`config.mk`:
```
export PLATFORM = sky130hd
export DESIGN_NAME = palette_snooper
export DESIGN_NICKNAME = d
export VERILOG_FILES = /design/src/shared/palette_snoop_pkg.sv /design/src/rtl/bus_sync.sv /design/src/rtl/palette_snooper.sv
export VERILOG_INCLUDE_DIRS = /design/src /design/src/shared
export SDC_FILE = /design/constraint.sdc
export NUM_CORES = 1
export LEC_CHECK = 0
export BUFFER_PORTS_ARGS = -buffer_cell sky130_fd_sc_hd__buf_2
export CAP_MARGIN = 30
export CELL_PAD_IN_SITES_DETAIL_PLACEMENT = 1
export CELL_PAD_IN_SITES_GLOBAL_PLACEMENT = 1
export CORE_ASPECT_RATIO = 0.8
export CORE_MARGIN = 8
export CORE_UTILIZATION = 44
export CTS_CLUSTER_DIAMETER = 150
export CTS_CLUSTER_SIZE = 16
export DETAILED_ROUTE_END_ITERATION = 6
export GPL_ROUTABILITY_DRIVEN = 0
export HOLD_SLACK_MARGIN = 0.15
export PLACE_DENSITY = 0.81
export SLEW_MARGIN = 20
export SYNTH_ARGS = -nofsm -noshare
export SYNTH_HDL_FRONTEND = slang
export SYNTH_SLANG_ARGS = --single-unit
```
`constraint.sdc`:
```
create_clock -name clk_i -period 10.7 [get_ports clk_i]
set_input_delay 1.07 -clock clk_i [delete_from_list [all_inputs] [get_ports clk_i]]
set_output_delay 1.07 -clock clk_i [all_outputs]
set_load 0.005 [all_outputs]
```
`src/shared/palette_snoop_map.svh`:
```
`ifndef PALETTE_SNOOP_MAP_SVH
`define PALETTE_SNOOP_MAP_SVH

// ****************************************************************
// Palette address window (I/O space, byte addresses)
// ****************************************************************
`define PAL_ADDR_LO   32'h0000_03c6
`define PAL_ADDR_HI   32'h0000_03c9

// ****************************************************************
// Bus command codes on the command/byte-enable lines
// ****************************************************************
`define CMD_IO_READ   4'h2
`define CMD_IO_WRITE  4'h3

// ****************************************************************
// Input stage and reset values
// ****************************************************************
`define SYNC_STAGES   2
`define RST_DATA      32'h0000_0000

`endif

```
`src/shared/palette_snoop_pkg.sv`:
```
package palette_snoop_pkg;

	// ****************************************************************
	// Bus sample as seen through the input stage (active-low kept)
	// ****************************************************************
	typedef struct packed {
		logic        frame_n;
		logic        irdy_n;
		logic        trdy_n;
		logic        devsel_n;
		logic        stop_n;
		logic [3:0]  cbe_n;
		logic [31:0] ad;
	} bus_t;

	typedef enum logic [2:0] {
		ST_IDLE  = 3'b000,
		ST_SNOOP = 3'b001,
		ST_RESP  = 3'b010,
		ST_TURN  = 3'b011,
		ST_WAIT  = 3'b100
	} snoop_state_t;

	// ****************************************************************
	// Captured palette write handed to the user side
	// ****************************************************************
	typedef struct packed {
		logic        valid;
		logic        abort;
		logic [31:0] addr;
		logic [3:0]  be;
		logic [31:0] data;
	} capture_t;

	// ****************************************************************
	// Signals this agent drives onto the bus
	// ****************************************************************
	typedef struct packed {
		logic        devsel_n;
		logic        devsel_oe;
		logic        trdy_n;
		logic        trdy_oe;
		logic        stop_n;
		logic        stop_oe;
		logic [31:0] ad;
		logic        ad_oe;
		logic        par;
		logic        par_oe;
	} drive_t;

	typedef struct packed {
		snoop_state_t st;
		logic         prev_idle;
		logic         dev_seen;
		logic         held;
		logic         is_wr;
		logic [31:0]  addr;
		logic [31:0]  hold_ad;
		logic [3:0]   hold_be;
		drive_t       drv;
		capture_t     cap;
		logic         proto_err;
	} state_t;

endpackage

```
`src/rtl/bus_sync.sv`:
```
`timescale 1ns/100ps

// ****************************************************************
// Two-stage input register for bus pins
// ****************************************************************
module bus_sync #(
	parameter int W = 1
) (
	input  wire logic         clk_i,
	input  wire logic         reset_i,
	input  wire logic [W-1:0] d_i,
	output logic      [W-1:0] q_o
);

	logic [W-1:0] meta_q;
	logic [W-1:0] sync_q;

	// Reset value is constant per instance; idle bus levels are all ones
	always_ff @(posedge clk_i or posedge reset_i) begin
		if (reset_i) begin
			meta_q <= '1;
			sync_q <= '1;
		end else begin
			meta_q <= d_i;
			sync_q <= meta_q;
		end
	end

	assign q_o = sync_q;

endmodule

```
`src/rtl/palette_snooper.sv`:
```
`timescale 1ns/100ps
`include "palette_snoop_map.svh"

// Operation
// - active display device always answers palette reads
// - writes either claimed or snooped, never both
// - snoop capture only when IRDY and TRDY asserted, or with held IRDY data on master abort
// - capture write data on master abort too
// - snooping drives no bus signal at all
// - track transaction independent of master/target pacing
// - each word accepted in its transfer clock
// - only local segment traffic is observed
// - illegal protocol returns machine to idle when snooping, to turnaround when responding
module palette_snooper
	import palette_snoop_pkg::*;
(
	input  wire logic        clk_i,
	input  wire logic        reset_i,
	input  wire logic        display_active_i,
	input  wire logic        snoop_en_i,
	input  wire logic [31:0] rd_data_i,
	input  wire logic        frame_n_i,
	input  wire logic        irdy_n_i,
	input  wire logic        trdy_n_i,
	input  wire logic        devsel_n_i,
	input  wire logic        stop_n_i,
	input  wire logic [3:0]  cbe_n_i,
	input  wire logic [31:0] ad_i,
	output logic             devsel_n_o,
	output logic             devsel_oe_o,
	output logic             trdy_n_o,
	output logic             trdy_oe_o,
	output logic             stop_n_o,
	output logic             stop_oe_o,
	output logic [31:0]      ad_o,
	output logic             ad_oe_o,
	output logic             par_o,
	output logic             par_oe_o,
	output logic             cap_valid_o,
	output logic             cap_abort_o,
	output logic [31:0]      cap_addr_o,
	output logic [3:0]       cap_be_o,
	output logic [31:0]      cap_data_o,
	output logic             proto_err_o
);

	// ****************************************************************
	// Decode helpers
	// ****************************************************************
	function automatic logic in_palette(input logic [31:0] a);
		in_palette = (a >= `PAL_ADDR_LO) && (a <= `PAL_ADDR_HI);
	endfunction

	function automatic logic bus_idle(input bus_t b);
		bus_idle = b.frame_n && b.irdy_n;
	endfunction

	// ****************************************************************
	// Input stage
	// ****************************************************************
	bus_t bus_raw;
	bus_t bus;
	state_t s_q;
	state_t s_d;
	logic   rd_hit;
	logic   wr_hit;
	logic   xfer;

	assign bus_raw = '{frame_n: frame_n_i, irdy_n: irdy_n_i, trdy_n: trdy_n_i, devsel_n: devsel_n_i,
	                   stop_n: stop_n_i, cbe_n: cbe_n_i, ad: ad_i};

	// only pins of this segment are sampled
	bus_sync #(
		.W($bits(bus_t))
	) u_sync (
		.clk_i    (clk_i),
		.reset_i  (reset_i),
		.d_i      (bus_raw),
		.q_o      (bus)
	);

	// address phase decode of palette range and command
	assign rd_hit = in_palette(bus.ad) && (bus.cbe_n == `CMD_IO_READ);
	assign wr_hit = in_palette(bus.ad) && (bus.cbe_n == `CMD_IO_WRITE);
	assign xfer   = !bus.irdy_n && !bus.trdy_n;

	// ****************************************************************
	// Next-state logic
	// ****************************************************************
	always_comb begin
		s_d           = s_q;
		s_d.prev_idle = bus_idle(bus);
		s_d.cap.valid = 1'b0;
		s_d.cap.abort = 1'b0;
		s_d.proto_err = 1'b0;
		s_d.drv.par   = ^{s_q.drv.ad, ~bus.cbe_n};
		s_d.drv.par_oe = s_q.drv.ad_oe;
		case (s_q.st)
			ST_IDLE: begin
				s_d.drv.devsel_oe = 1'b0;
				s_d.drv.trdy_oe   = 1'b0;
				s_d.drv.stop_oe   = 1'b0;
				s_d.drv.ad_oe     = 1'b0;
				s_d.dev_seen      = 1'b0;
				s_d.held          = 1'b0;
				if (s_q.prev_idle && !bus.frame_n) begin
					s_d.addr = bus.ad;
					// reads claimed whenever this is the active display agent
					if (rd_hit && display_active_i) begin
						s_d.is_wr = 1'b0;
						s_d.st    = ST_RESP;
					// claim writes only when not programmed to snoop
					end else if (wr_hit && display_active_i && !snoop_en_i) begin
						s_d.is_wr = 1'b1;
						s_d.st    = ST_RESP;
					// arm capture only with snoop enabled
					end else if (wr_hit && snoop_en_i) begin
						s_d.is_wr = 1'b1;
						s_d.st    = ST_SNOOP;
					end else begin
						s_d.st = ST_WAIT;
					end
				// data handshake with no address phase is illegal
				end else if (bus.frame_n && !bus.irdy_n && !bus.trdy_n) begin
					s_d.proto_err = 1'b1;
				end
			end
			ST_SNOOP: begin
				// outputs stay released for the whole snoop
				s_d.drv.devsel_oe = 1'b0;
				s_d.drv.trdy_oe   = 1'b0;
				s_d.drv.stop_oe   = 1'b0;
				s_d.drv.ad_oe     = 1'b0;
				// follow whatever pace the owners choose
				if (!bus.devsel_n) begin
					s_d.dev_seen = 1'b1;
				end
				if (!bus.irdy_n) begin
					s_d.held    = 1'b1;
					s_d.hold_ad = bus.ad;
					s_d.hold_be = ~bus.cbe_n;
				end
				// target ready without select is illegal, drop out
				if (!bus.trdy_n && bus.devsel_n) begin
					s_d.proto_err = 1'b1;
					s_d.st        = ST_IDLE;
				// capture only on a completed data transfer
				end else if (xfer) begin
					// word handed on in its own transfer clock
					s_d.cap.valid = 1'b1;
					s_d.cap.addr  = s_q.addr;
					s_d.cap.be    = ~bus.cbe_n;
					s_d.cap.data  = bus.ad;
					s_d.held      = 1'b0;
					s_d.addr      = s_q.addr + 32'h0000_0004;
				end else if (bus_idle(bus)) begin
					// nobody selected, keep the master-aborted data
					if (!s_q.dev_seen && s_q.held) begin
						s_d.cap.valid = 1'b1;
						s_d.cap.abort = 1'b1;
						s_d.cap.addr  = s_q.addr;
						s_d.cap.be    = s_q.hold_be;
						s_d.cap.data  = s_q.hold_ad;
					end
					s_d.st = ST_IDLE;
				end
			end
			ST_RESP: begin
				// Single data phase: disconnect with data keeps the sequence short
				s_d.drv.devsel_n  = 1'b0;
				s_d.drv.devsel_oe = 1'b1;
				s_d.drv.trdy_n    = 1'b0;
				s_d.drv.trdy_oe   = 1'b1;
				s_d.drv.stop_n    = 1'b0;
				s_d.drv.stop_oe   = 1'b1;
				s_d.drv.ad        = rd_data_i;
				s_d.drv.ad_oe     = !s_q.is_wr;
				if (xfer) begin
					if (s_q.is_wr) begin
						s_d.cap.valid = 1'b1;
						s_d.cap.addr  = s_q.addr;
						s_d.cap.be    = ~bus.cbe_n;
						s_d.cap.data  = bus.ad;
					end
					s_d.st = ST_TURN;
				end else if (bus_idle(bus)) begin
					s_d.proto_err = 1'b1;
					s_d.st        = ST_TURN;
				end
			end
			ST_TURN: begin
				// drive high one clock before release
				s_d.drv.devsel_n = 1'b1;
				s_d.drv.trdy_n   = 1'b1;
				s_d.drv.stop_n   = 1'b1;
				s_d.drv.ad_oe    = 1'b0;
				s_d.st           = ST_WAIT;
			end
			ST_WAIT: begin
				s_d.drv.devsel_oe = 1'b0;
				s_d.drv.trdy_oe   = 1'b0;
				s_d.drv.stop_oe   = 1'b0;
				s_d.drv.ad_oe     = 1'b0;
				if (bus_idle(bus)) begin
					s_d.st = ST_IDLE;
				end
			end
			default: begin
				s_d.st = ST_IDLE;
			end
		endcase
	end

	// ****************************************************************
	// State register
	// ****************************************************************
	always_ff @(posedge clk_i or posedge reset_i) begin
		if (reset_i) begin
			s_q.st         <= ST_IDLE;
			s_q.prev_idle  <= 1'b1;
			s_q.dev_seen   <= 1'b0;
			s_q.held       <= 1'b0;
			s_q.is_wr      <= 1'b0;
			s_q.addr       <= `RST_DATA;
			s_q.hold_ad    <= `RST_DATA;
			s_q.hold_be    <= 4'h0;
			s_q.drv        <= '{devsel_n: 1'b1, devsel_oe: 1'b0, trdy_n: 1'b1, trdy_oe: 1'b0, stop_n: 1'b1,
			                    stop_oe: 1'b0, ad: `RST_DATA, ad_oe: 1'b0, par: 1'b0, par_oe: 1'b0};
			s_q.cap        <= '{valid: 1'b0, abort: 1'b0, addr: `RST_DATA, be: 4'h0, data: `RST_DATA};
			s_q.proto_err  <= 1'b0;
		end else begin
			s_q <= s_d;
		end
	end

	// ****************************************************************
	// Outputs, all straight from the state register
	// ****************************************************************
	assign devsel_n_o  = s_q.drv.devsel_n;
	assign devsel_oe_o = s_q.drv.devsel_oe;
	assign trdy_n_o    = s_q.drv.trdy_n;
	assign trdy_oe_o   = s_q.drv.trdy_oe;
	assign stop_n_o    = s_q.drv.stop_n;
	assign stop_oe_o   = s_q.drv.stop_oe;
	assign ad_o        = s_q.drv.ad;
	assign ad_oe_o     = s_q.drv.ad_oe;
	assign par_o       = s_q.drv.par;
	assign par_oe_o    = s_q.drv.par_oe;
	assign cap_valid_o = s_q.cap.valid;
	assign cap_abort_o = s_q.cap.abort;
	assign cap_addr_o  = s_q.cap.addr;
	assign cap_be_o    = s_q.cap.be;
	assign cap_data_o  = s_q.cap.data;
	assign proto_err_o = s_q.proto_err;

endmodule

```
# Word-level counts from Yosys, hierarchy flattened
# Index checks and enable logic that the tools add are counted.
totals:
  reg_bits: 265
  input_bits: 77
  output_inout_bits: 112
op_classes:
  n_lt_le_gt_ge: 2
  addsub: 1
  n_bitwise: 2
  n_eq_ne: 16
  reduce_logical: 36
  mux: 44
ops:
  columns: ["cell", "n"]
  rows:
  - ["70-bit two-way mux", 3]
  - ["68-bit two-way mux", 3]
  - ["68-bit case mux with 2 select lines", 1]
  - ["32-bit two-way mux", 3]
  - ["32-bit case mux with 2 select lines", 1]
  - ["36-bit XOR reduction", 1]
  - ["32-bit by 3-bit adder with 32-bit output, second input constant", 1]
  - ["32-bit by 10-bit greater-or-equal comparator with 1-bit output, second input constant", 1]
  - ["32-bit by 10-bit <= comparator with 1-bit output, second input constant", 1]
  - ["3-bit two-way mux", 9]
  - ["1-bit two-way mux", 17]
  - ["3-bit case mux with 5 select lines", 1]
  - ["1-bit logical AND", 14]
  - ["2-bit inequality test, second input constant", 6]
  - ["3-bit inequality test, second input constant", 4]
  - ["2-bit nonzero test", 5]
  - ["4-bit by 2-bit equality test with 1-bit output, second input constant", 2]
  - ["1-bit case mux with 2 select lines", 4]
  - ["3-bit by 2-bit equality test with 1-bit output, second input constant", 2]
  - ["1-bit logical NOT", 6]
  - ["3-bit AND reduction", 2]
  - ["6-bit AND reduction", 1]
  - ["4-bit inverter", 1]
  - ["2-bit case mux with 2 select lines", 1]
  - ["other kinds (10)", 11]

# Logic depth before layout (Yosys ltp)
# Gate-level depths: netlist (run 1).
logic_depth:
  word_depth: 9
  depth_mapped: 9

# Modules after synthesis
# A second synthesis (run 1) with hierarchy kept.
hier_totals:
  hier_cells: 1115
  area_unflattened_um2: 11598.6
by_module_without_submodules:
  columns: ["module", "instances", "seq_area_each_um2", "cells_each", "area_per_inst_um2"]
  rows:
  - ["palette_snooper", 1, 4581.9, 1032, 9440.3]
  - ["bus_sync", 1, 2154.6, 83, 2158.3]

# Least setup slack after synthesis (run 1)
# No wires, ideal clock.
synth_path:
  path_type: "flip-flop to flip-flop"
  from: "register u_sync.sync_q[39], in the netlist u_sync.q_o[39]"
  to: "register s_q, in the netlist cap_addr_o[0]"
  arrival_time_ns: 1.908
  slack_ns: 8.673
  period_less_slack_ns: 2.027
  path_stages_with_launch: 9
  required_ns: 10.581
  setup_time_ns: 0.119
  n_path_buf: 3
  cell_sequence: "dfstp_2 > buf_2 > and4b_1 > a21oi_1 > o211ai_2 > nand2_2 > buf_4 > buf_4 > a21bo_1"
synth_via:
  elab_chain_cells: 5
  word_cells_on_any_way: 10
synth_rtl:
  columns: ["item", "line_no", "source"]
  rows:
  - ["from (decl)", "bus_sync.sv:16", "logic [W-1:0] sync_q;"]
  - ["from (signal assigned)", "bus_sync.sv:25", "sync_q <= meta_q;"]
  - ["1-bit logical NOT", null, null]
  - ["1-bit logical AND", "palette_snooper.sv:85", "assign xfer = !bus.irdy_n && !bus.trdy_n;"]
  - ["68-bit two-way mux", "palette_snooper.sv:148", "end else if (xfer) begin"]
  - ["70-bit two-way mux", "palette_snooper.sv:144", "if (!bus.trdy_n && bus.devsel_n) begin"]
  - ["68-bit case mux with 2 select lines", "palette_snooper.sv:98", "case (s_q.st)"]
  - ["to (decl)", "palette_snooper.sv:63", "state_t s_q;"]
# Parallel ways exist; a longest one is shown, timed or not. The select of a mux whose other input is x is not followed.
# A chain may end at the register's enable or synchronous reset.

# Worst setup path after layout (run 1)
layout_path:
  from: "register s_q[184] in the netlist's numbering"
  to: "register s_q, in the netlist cap_data_o[14]"
layout_via:
  elab_chain_cells: 3
  word_cells_on_any_way: 10
layout_rtl:
  columns: ["item"]
  rows:
  - ["3-bit by 1-bit equality test with 1-bit output or 3-bit by 2-bit equality test with 1-bit output (tied branches)"]
  - ["3-bit inequality test (no source line), or another cell as far along"]
  - ["6-bit AND reduction (no source line)"]
# Parallel ways exist; a longest one is shown, timed or not.

==> results.py, run 1 <==
metrics = {
    "die": {
        "num_rows": 54,
        "io_pins": 189,
        "die_y_um": 164,
        "die_x_um": 201,
        "initial_core_util": 0.444,
        "die_area_sq_um": 32900,
        "coreArea_sq_um": 27100,
    },
    "clock_tree": {
        "cts_buffers": 20,
        "cts_htree_levels": 1,
        "cts_sinks": 263,
        "cts_setup_buffers": 0,
        "ctsResizeCount": 0,
        "hold_buffers": 0,
        "cts_tree": "done",
        "cts_root_buf": "clkbuf_16",
        "cts_max_path_buffers": 3,
        "worstSkewPairLatency_ns": 0.52,
        "clkTransAtPathRegs_ns": 0.08,
    },
    "pwr": {
        "power.leakage_nw": 6.31,
        "ir_worst_vdd_mv": 0.108,
        "p_sw_uw": 587,
        "clkPwrFrac": 0.339,
        "seqPwrFrac": 0.564,
        "swShare": 0.276,
        "p_per_area_nw_per_um2": 162,
        "combinationalPowerShare": 0.097,
        "intPower_mw": 1.54,
    },
    "worst_setup_path": {
        "crit_type": "register to register",
        "cp.arrival_ns": 4.23,
        "critPathLaunchType": "register",
        "path_max_fanout": 50,
        "cp.required_ns": 11.09,
        "endpoint_kind": "register",
    },
    "finish": {
        "area_delta_synth_final_pct": 9.13,
        "drive_above_1_share": 0.290,
        "finalNonFillerCells": 1576,
        "n_fill_cell": 2996,
        "antenna_cells": 0,
        "finalNetCount": 1279,
        "post-route-util": 0.484,
    },
    "logic_synthesis": {
        "synth.top_cell.area_share": 0.377,
        "netlist_top_cells_area": "dfrtp_1 38%, dfstp_2 18%, nand2_1 7.9%",
        "synth_largest_area_cell": "dfrtp_1",
        "synth_nets": 1225,
        "yosysUniqueCellTypes": 66,
        "ys_warn_count": 0,
        "synthArstFlopShare": 1.00,
        "synth_area_sq_um": 12000,
        "synth_flop_cell": "dfrtp_1",
        "synth_edf_count": 0,
        "syn_avg_cell_area_sq_um": 10.5,
        "ys_ff_latch": 263,
        "yosysMostFrequentCell": "nand2_1",
        "syn_inst": 1144,
        "ys_seq_area_frac": 0.556,
        "synthTopCellsByCount": "254 x nand2_1, 181 x dfrtp_1, 109 x buf_4",
    },
    "timing": {
        "setup_violations": 0,
        "whs_ns": 0.342,
        "report.final.slew_viol_count": 0,
        "max_freq_mhz": 260,
        "report.final.hold_viol_count": 0,
        "fin_skew_ns": 0.0227,
        "rsz0062_at_grt": "no",
        "fin_crit_sh": 0.359,
        "tightest_slew_ns": 0.933,
        "fin_tns_setup_ns": 0,
        "maxSlewHeadroom": 0.377,
        "fin_crit_ns": 3.84,
    },
    "drt": {
        "firstDrtPassIters": 5,
        "vias": 8551,
        "routed_wl_um": 31700,
        "wl_per_cell_um": 20.1,
        "ant_nets": 0,
        "drc": 0,
        "avgViaCountPerCell": 5.43,
        "drt-initial-drc-count": 579,
    },
    "job": {
        "cap_violations": 0,
    },
    "min_path": {
        "hp-class": "register to register",
    },
    "global_routing": {
        "grt_pass1_wl_um": 51900,
        "grt_max_degree": 118,
        "grt-ovfl-total": 0,
        "grt_pass1_vias": 9448,
        "antenna_found_initial": 4,
        "grtUsageTotal": 0.192,
    },
    "placed_design": {
        "io_buffers": 187,
        "dp.cells": 1539,
        "dp_hpwl_um": 21800,
    },
    "status": {
        "status": "finished clean",
    },
}
-- worst max-delay path: stages (launching register included) --
cell,delay [ns]
dfrtp_1,0.69
nor3b_4,0.33
buf_4,0.48
a21oi_1,0.17
o211ai_2,0.18
buf_4,0.36
nand2_2,0.56
buf_4,0.51
mux2_1,0.38
-- cells in the final DEF, fill, tap and decap left out, types with 15 or more instances in the layout --
cell,n
a22oi_1,15
o21ai_0,43
a21oi_1,36
mux2_1,36
o22ai_1,17
clkbuf_16,21
nor2_1,21
a21bo_2,23
dfstp_2,82
nand4_1,47
dfrtp_1,181
nand2_1,254
xnor2_1,29
buf_2,187
a22o_1,20
-- worst paths after layout --
kind | from | endpoint | slack, ns | cells past startpoint
hold / removal | u_sync.meta_q[3] | u_sync.q_o[3] | 0.34 | 0
hold reg to reg | u_sync.meta_q[3] | u_sync.q_o[3] | 0.34 | 0
min in group asynchronous | reset_i | s_q[184] | 0.69 | 2
setup reg to reg | s_q[184] | cap_data_o[14] | 6.86 | 8
setup / recovery | s_q[184] | cap_data_o[14] | 6.86 | 8
max in group asynchronous | reset_i | s_q[114] | 8.18 | 4
-- power by group through the flow --
stage               clock network (mW)  registers [mW]  logic (mW)
global route                     0.780            1.21       0.235
finish                           0.721            1.20       0.207
global placement                     0            1.20       0.193
CTS                              0.747            1.19       0.208
detailed placement                   0            1.21       0.207
floorplan                            0            1.16       0.166
-- metrics by stage --
stage / worst slack, ns / power [mW] / cell area [sq um]
2_1_floorplan: 2.53 / 1.32 / 12000
3_3_place_gp: 6.96 / 1.40 / 12500
3_5_place_dp: 6.90 / 1.42 / 12500
4_1_cts: 6.85 / 2.15 / 13100
5_1_grt: 6.56 / 2.23 / 13100
6_report: 6.86 / 2.13 / 13100
-- cells by family after synthesis --
| group | synth area share |
|---|---|
| mux | 0.0372 |
| flops | 0.556 |
| buf+inv | 0.0924 |
| simple gates | 0.152 |
| compound gates | 0.133 |
| xor+xnor | 0.0252 |
| fa+ha+maj | 0.00416 |
-- registers in the layout, summed over array words and instances, names as in the netlist --
name / count
par_oe_o: 1
ad_o: 32
cap_data_o: 32
s_q: 75
proto_err_o: 1
stop_n_o: 1
cap_addr_o: 32
cap_abort_o: 1
cap_be_o: 4
u_sync.meta_q: 40
u_sync.q_o: 40
ad_oe_o: 1
par_o: 1
stop_oe_o: 1
cap_valid_o: 1
-- metal layers --
layer,share of wire,track usage,wire (um)
met1,0.44,0.252,14100
met3,0.057,0.0449,1820
met2,0.47,0.316,14900
met4,0.029,0.0588,918
met5,0.0013,0,41
-- final cells by class --
class	instances	area, sq um	share of cell area
multi-input combinational	699	4250	0.324
clock buffer	35	578	0.0441
tap	364	455	0.0347
timing repair buffer	205	1100	0.0841
clock inverter	1	11.3	0.000858
inverter	9	41.3	0.00315
sequential	263	6680	0.509
(Power assumes the default switching activity.)
==> run 2: changes to the inputs <==
--- a/config.mk
+++ b/config.mk
@@ -6,19 +6,20 @@
 export SDC_FILE = /design/constraint.sdc
 export NUM_CORES = 1
 export LEC_CHECK = 0
+export ABC_AREA = 1
 export BUFFER_PORTS_ARGS = -buffer_cell sky130_fd_sc_hd__buf_2
 export CAP_MARGIN = 30
 export CELL_PAD_IN_SITES_DETAIL_PLACEMENT = 1
 export CELL_PAD_IN_SITES_GLOBAL_PLACEMENT = 1
 export CORE_ASPECT_RATIO = 0.8
 export CORE_MARGIN = 8
-export CORE_UTILIZATION = 44
+export CORE_UTILIZATION = 39
 export CTS_CLUSTER_DIAMETER = 150
 export CTS_CLUSTER_SIZE = 16
 export DETAILED_ROUTE_END_ITERATION = 6
 export GPL_ROUTABILITY_DRIVEN = 0
 export HOLD_SLACK_MARGIN = 0.15
-export PLACE_DENSITY = 0.81
+export PLACE_DENSITY = 0.79
 export SLEW_MARGIN = 20
 export SYNTH_ARGS = -nofsm -noshare
 export SYNTH_HDL_FRONTEND = slang
==> constraint.sdc (replaced) <==
create_clock -name clk_i -period 3.3 [get_ports clk_i]
set_input_delay 0.33 -clock clk_i [delete_from_list [all_inputs] [get_ports clk_i]]
set_output_delay 0.33 -clock clk_i [all_outputs]
set_load 0.005 [all_outputs]
==> results.py, run 2 <==
metrics = {
    "global_routing": {
        "grt_use_met2": 0.321,
        "use_met1": 0.262,
        "grtUsageTotal": 0.194,
        "grt_max_degree": 86,
        "grt_pass1_wl_um": 60600,
        "busiest_layer": "met2",
        "grt-ovfl-total": 0,
        "grt_pass1_vias": 11000,
        "antenna_found_initial": 3,
        "met3_usage": 0.0339,
    },
    "clock_tree": {
        "cts_sinks": 263,
        "cts_setup_buffers": 0,
        "cts_root_buf": "clkbuf_16",
        "cts_tree": "done",
        "clkTransAtPathRegs_ns": 0.09,
        "cts_htree_levels": 1,
        "cts_buffers": 20,
        "cts_max_path_buffers": 3,
        "worstSkewPairLatency_ns": 0.52,
    },
    "pwr": {
        "p_sw_mw": 2.31,
        "p_per_area_nw_per_um2": 512,
        "ir_worst_vdd_mv": 0.303,
        "swShare": 0.312,
        "clkPwrFrac": 0.323,
        "seqPwrFrac": 0.523,
        "power.leakage_nw": 6.93,
        "combinationalPowerShare": 0.154,
        "intPower_mw": 5.10,
        "power_mw": 7.41,
    },
    "timing": {
        "tightest_slew_ns": 0.790,
        "report.final.slew_viol_count": 0,
        "fin_crit_sh": 0.799,
        "setup_violations": 0,
        "report.final.hold_viol_count": 0,
        "rsz0062_at_grt": "no",
        "fin_crit_ns": 2.64,
        "fin_skew_ns": 0.0218,
        "maxSlewHeadroom": 0.473,
        "fin_tns_setup_ns": 0,
        "max_freq_mhz": 379,
    },
    "finish": {
        "finalNonFillerCells": 2061,
        "multi_input_area_sq_um": 4290,
        "drive_above_1_share": 0.207,
        "finalNetCount": 1707,
        "largest_reg_flops": 75,
        "area_delta_synth_final_pct": 15.3,
        "final_area_sq_um": 14500,
        "layout_commonest_cell": "nand2_1",
        "largest-register": "s_q",
        "n_fill_cell": 3809,
        "layout_common_cells": "373 x nand2_1, 187 x buf_2, 181 x dfrtp_1, 143 x o21ai_0, 137 x inv_1",
        "area.sequential_sq_um": 6680,
    },
    "worst_setup_path": {
        "reg2reg_slack_ns": 0.66,
        "reg2reg_depth": 8,
        "cp.required_ns": 3.68,
        "critPathLaunchType": "register",
        "endpoint_kind": "register",
        "cp.arrival_ns": 3.02,
        "endpoint": "cap_addr_o[7]",
        "cp-startpoint": "s_q[184]",
        "rr_endpoint": "cap_addr_o[7]",
        "r2r_start": "s_q[184]",
        "crit_type": "register to register",
        "path_max_fanout": 32,
    },
    "drt": {
        "drc": 0,
        "vias": 10400,
        "wl_per_cell_um": 18.3,
        "avgViaCountPerCell": 5.05,
        "drt-initial-drc-count": 663,
        "routed_wl_um": 37800,
        "firstDrtPassIters": 5,
        "ant_nets": 0,
    },
    "placed_design": {
        "post_dp_cell_area_sq_um": 13200,
        "io_buffers": 187,
        "dp.cells": 1951,
        "dp_hpwl_um": 26700,
    },
    "die": {
        "initial_core_util": 0.398,
        "num_rows": 58,
        "die_y_um": 177,
        "die_area_sq_um": 38200,
        "coreArea_sq_um": 31600,
        "die_x_um": 217,
        "io_pins": 189,
    },
    "min_path": {
        "hp-class": "input port to register",
    },
    "logic_synthesis": {
        "syn_avg_cell_area_sq_um": 8.43,
        "yosysMostFrequentCell": "nand2_1",
        "ys_seq_area_frac": 0.532,
        "syn_inst": 1490,
        "synth_largest_area_cell": "dfrtp_1",
        "ys_warn_count": 0,
        "synthArstFlopShare": 1.00,
        "ys_ff_latch": 263,
        "synth_nets": 1571,
        "synthTopCellsByCount": "374 x nand2_1, 181 x dfrtp_1, 143 x o21ai_0",
        "synth_edf_count": 0,
        "synth.top_cell.area_share": 0.361,
        "synth_area_sq_um": 12600,
        "synth_flop_cell": "dfrtp_1",
        "netlist_top_cells_area": "dfrtp_1 36%, dfstp_2 17%, nand2_1 11%",
        "yosysUniqueCellTypes": 40,
    },
    "job": {
        "cap_violations": 0,
    },
    "status": {
        "status": "finished clean",
    },
}
[run 2: what timing repair did]
action / 4_1_cts / 5_1_grt
setup endpoints to repair: 0 / 0
gates resized for setup: 0 / 0
hold endpoints to repair: 255 / 0
hold buffers: 73 / 0
[run 2: power by group through the flow]
stage | Sequential, mW | Combinational (mW) | Clock [mW]
2_1_floorplan | 3.77 | 0.754 | 0
3_3_place_gp | 3.92 | 1.01 | 0
3_5_place_dp | 3.93 | 1.06 | 0
4_1_cts | 3.87 | 1.14 | 2.48
5_1_grt | 3.91 | 1.29 | 2.58
6_report | 3.88 | 1.14 | 2.39
[run 2: how the worst min path moves through the flow]
stage | start | endpoint | slack (ns) | cells past startpoint
6_report | snoop_en_i | s_q[186] | 0.19 | 4
5_1_grt | snoop_en_i | s_q[186] | 0.17 | 4
4_1_cts | snoop_en_i | s_q[186] | 0.16 | 4
3_5_place_dp | u_sync.meta_q[0] | u_sync.q_o[0] | 0.35 | 0
3_3_place_gp | u_sync.meta_q[16] | u_sync.q_o[16] | 0.35 | 0
2_1_floorplan | ad_i[0] | u_sync.meta_q[0] | 0.33 | 0
[run 2: cells by family after synthesis]
logic type | count (synthesis) | share of synthesized area
DFF | 263 | 0.532
AOI/OAI and AO/OA | 282 | 0.125
buffers and inverters | 307 | 0.128
xor gates and xnor gates | 11 | 0.00767
adders and majority gates | 4 | 0.00398
and+or+nand+nor | 620 | 0.201
muxes | 3 | 0.00269
[run 2: critical path: stages (launching register included)]
cell,delay (ns)
dfrtp_1,0.41
nor2_1,0.10
nand2_1,0.53
nand2_1,0.18
nor2_2,0.59
inv_1,0.14
buf_4,0.28
nand3_1,0.14
o21ai_0,0.10
[run 2: cell type report]
cell class	instances	share of cell area
sequential	263	0.461
multi-input combinational	920	0.296
timing repair buffer	275	0.127
clock buffer	35	0.0399
inverter	146	0.0383
tap	420	0.0363
clock inverter	1	0.000777
antenna	1	0.000173
[run 2: per-layer routing]
layer | wire (um) | up-vias
met2 | 17900 | 208
met3 | 1630 | 59
li1 | - | 4946
met4 | 902 | 4
met5 | 22 | -
met1 | 17300 | 5194
[run 2: through the flow]
stage	hold WS (ns)	utilization	setup slack, ns
floorplan	0.334	-	-0.433
global placement	0.346	0.417	0.777
detailed placement	0.347	0.417	0.690
CTS	0.162	0.459	0.631
global route	0.174	0.459	0.436
finish	0.187	0.459	0.664
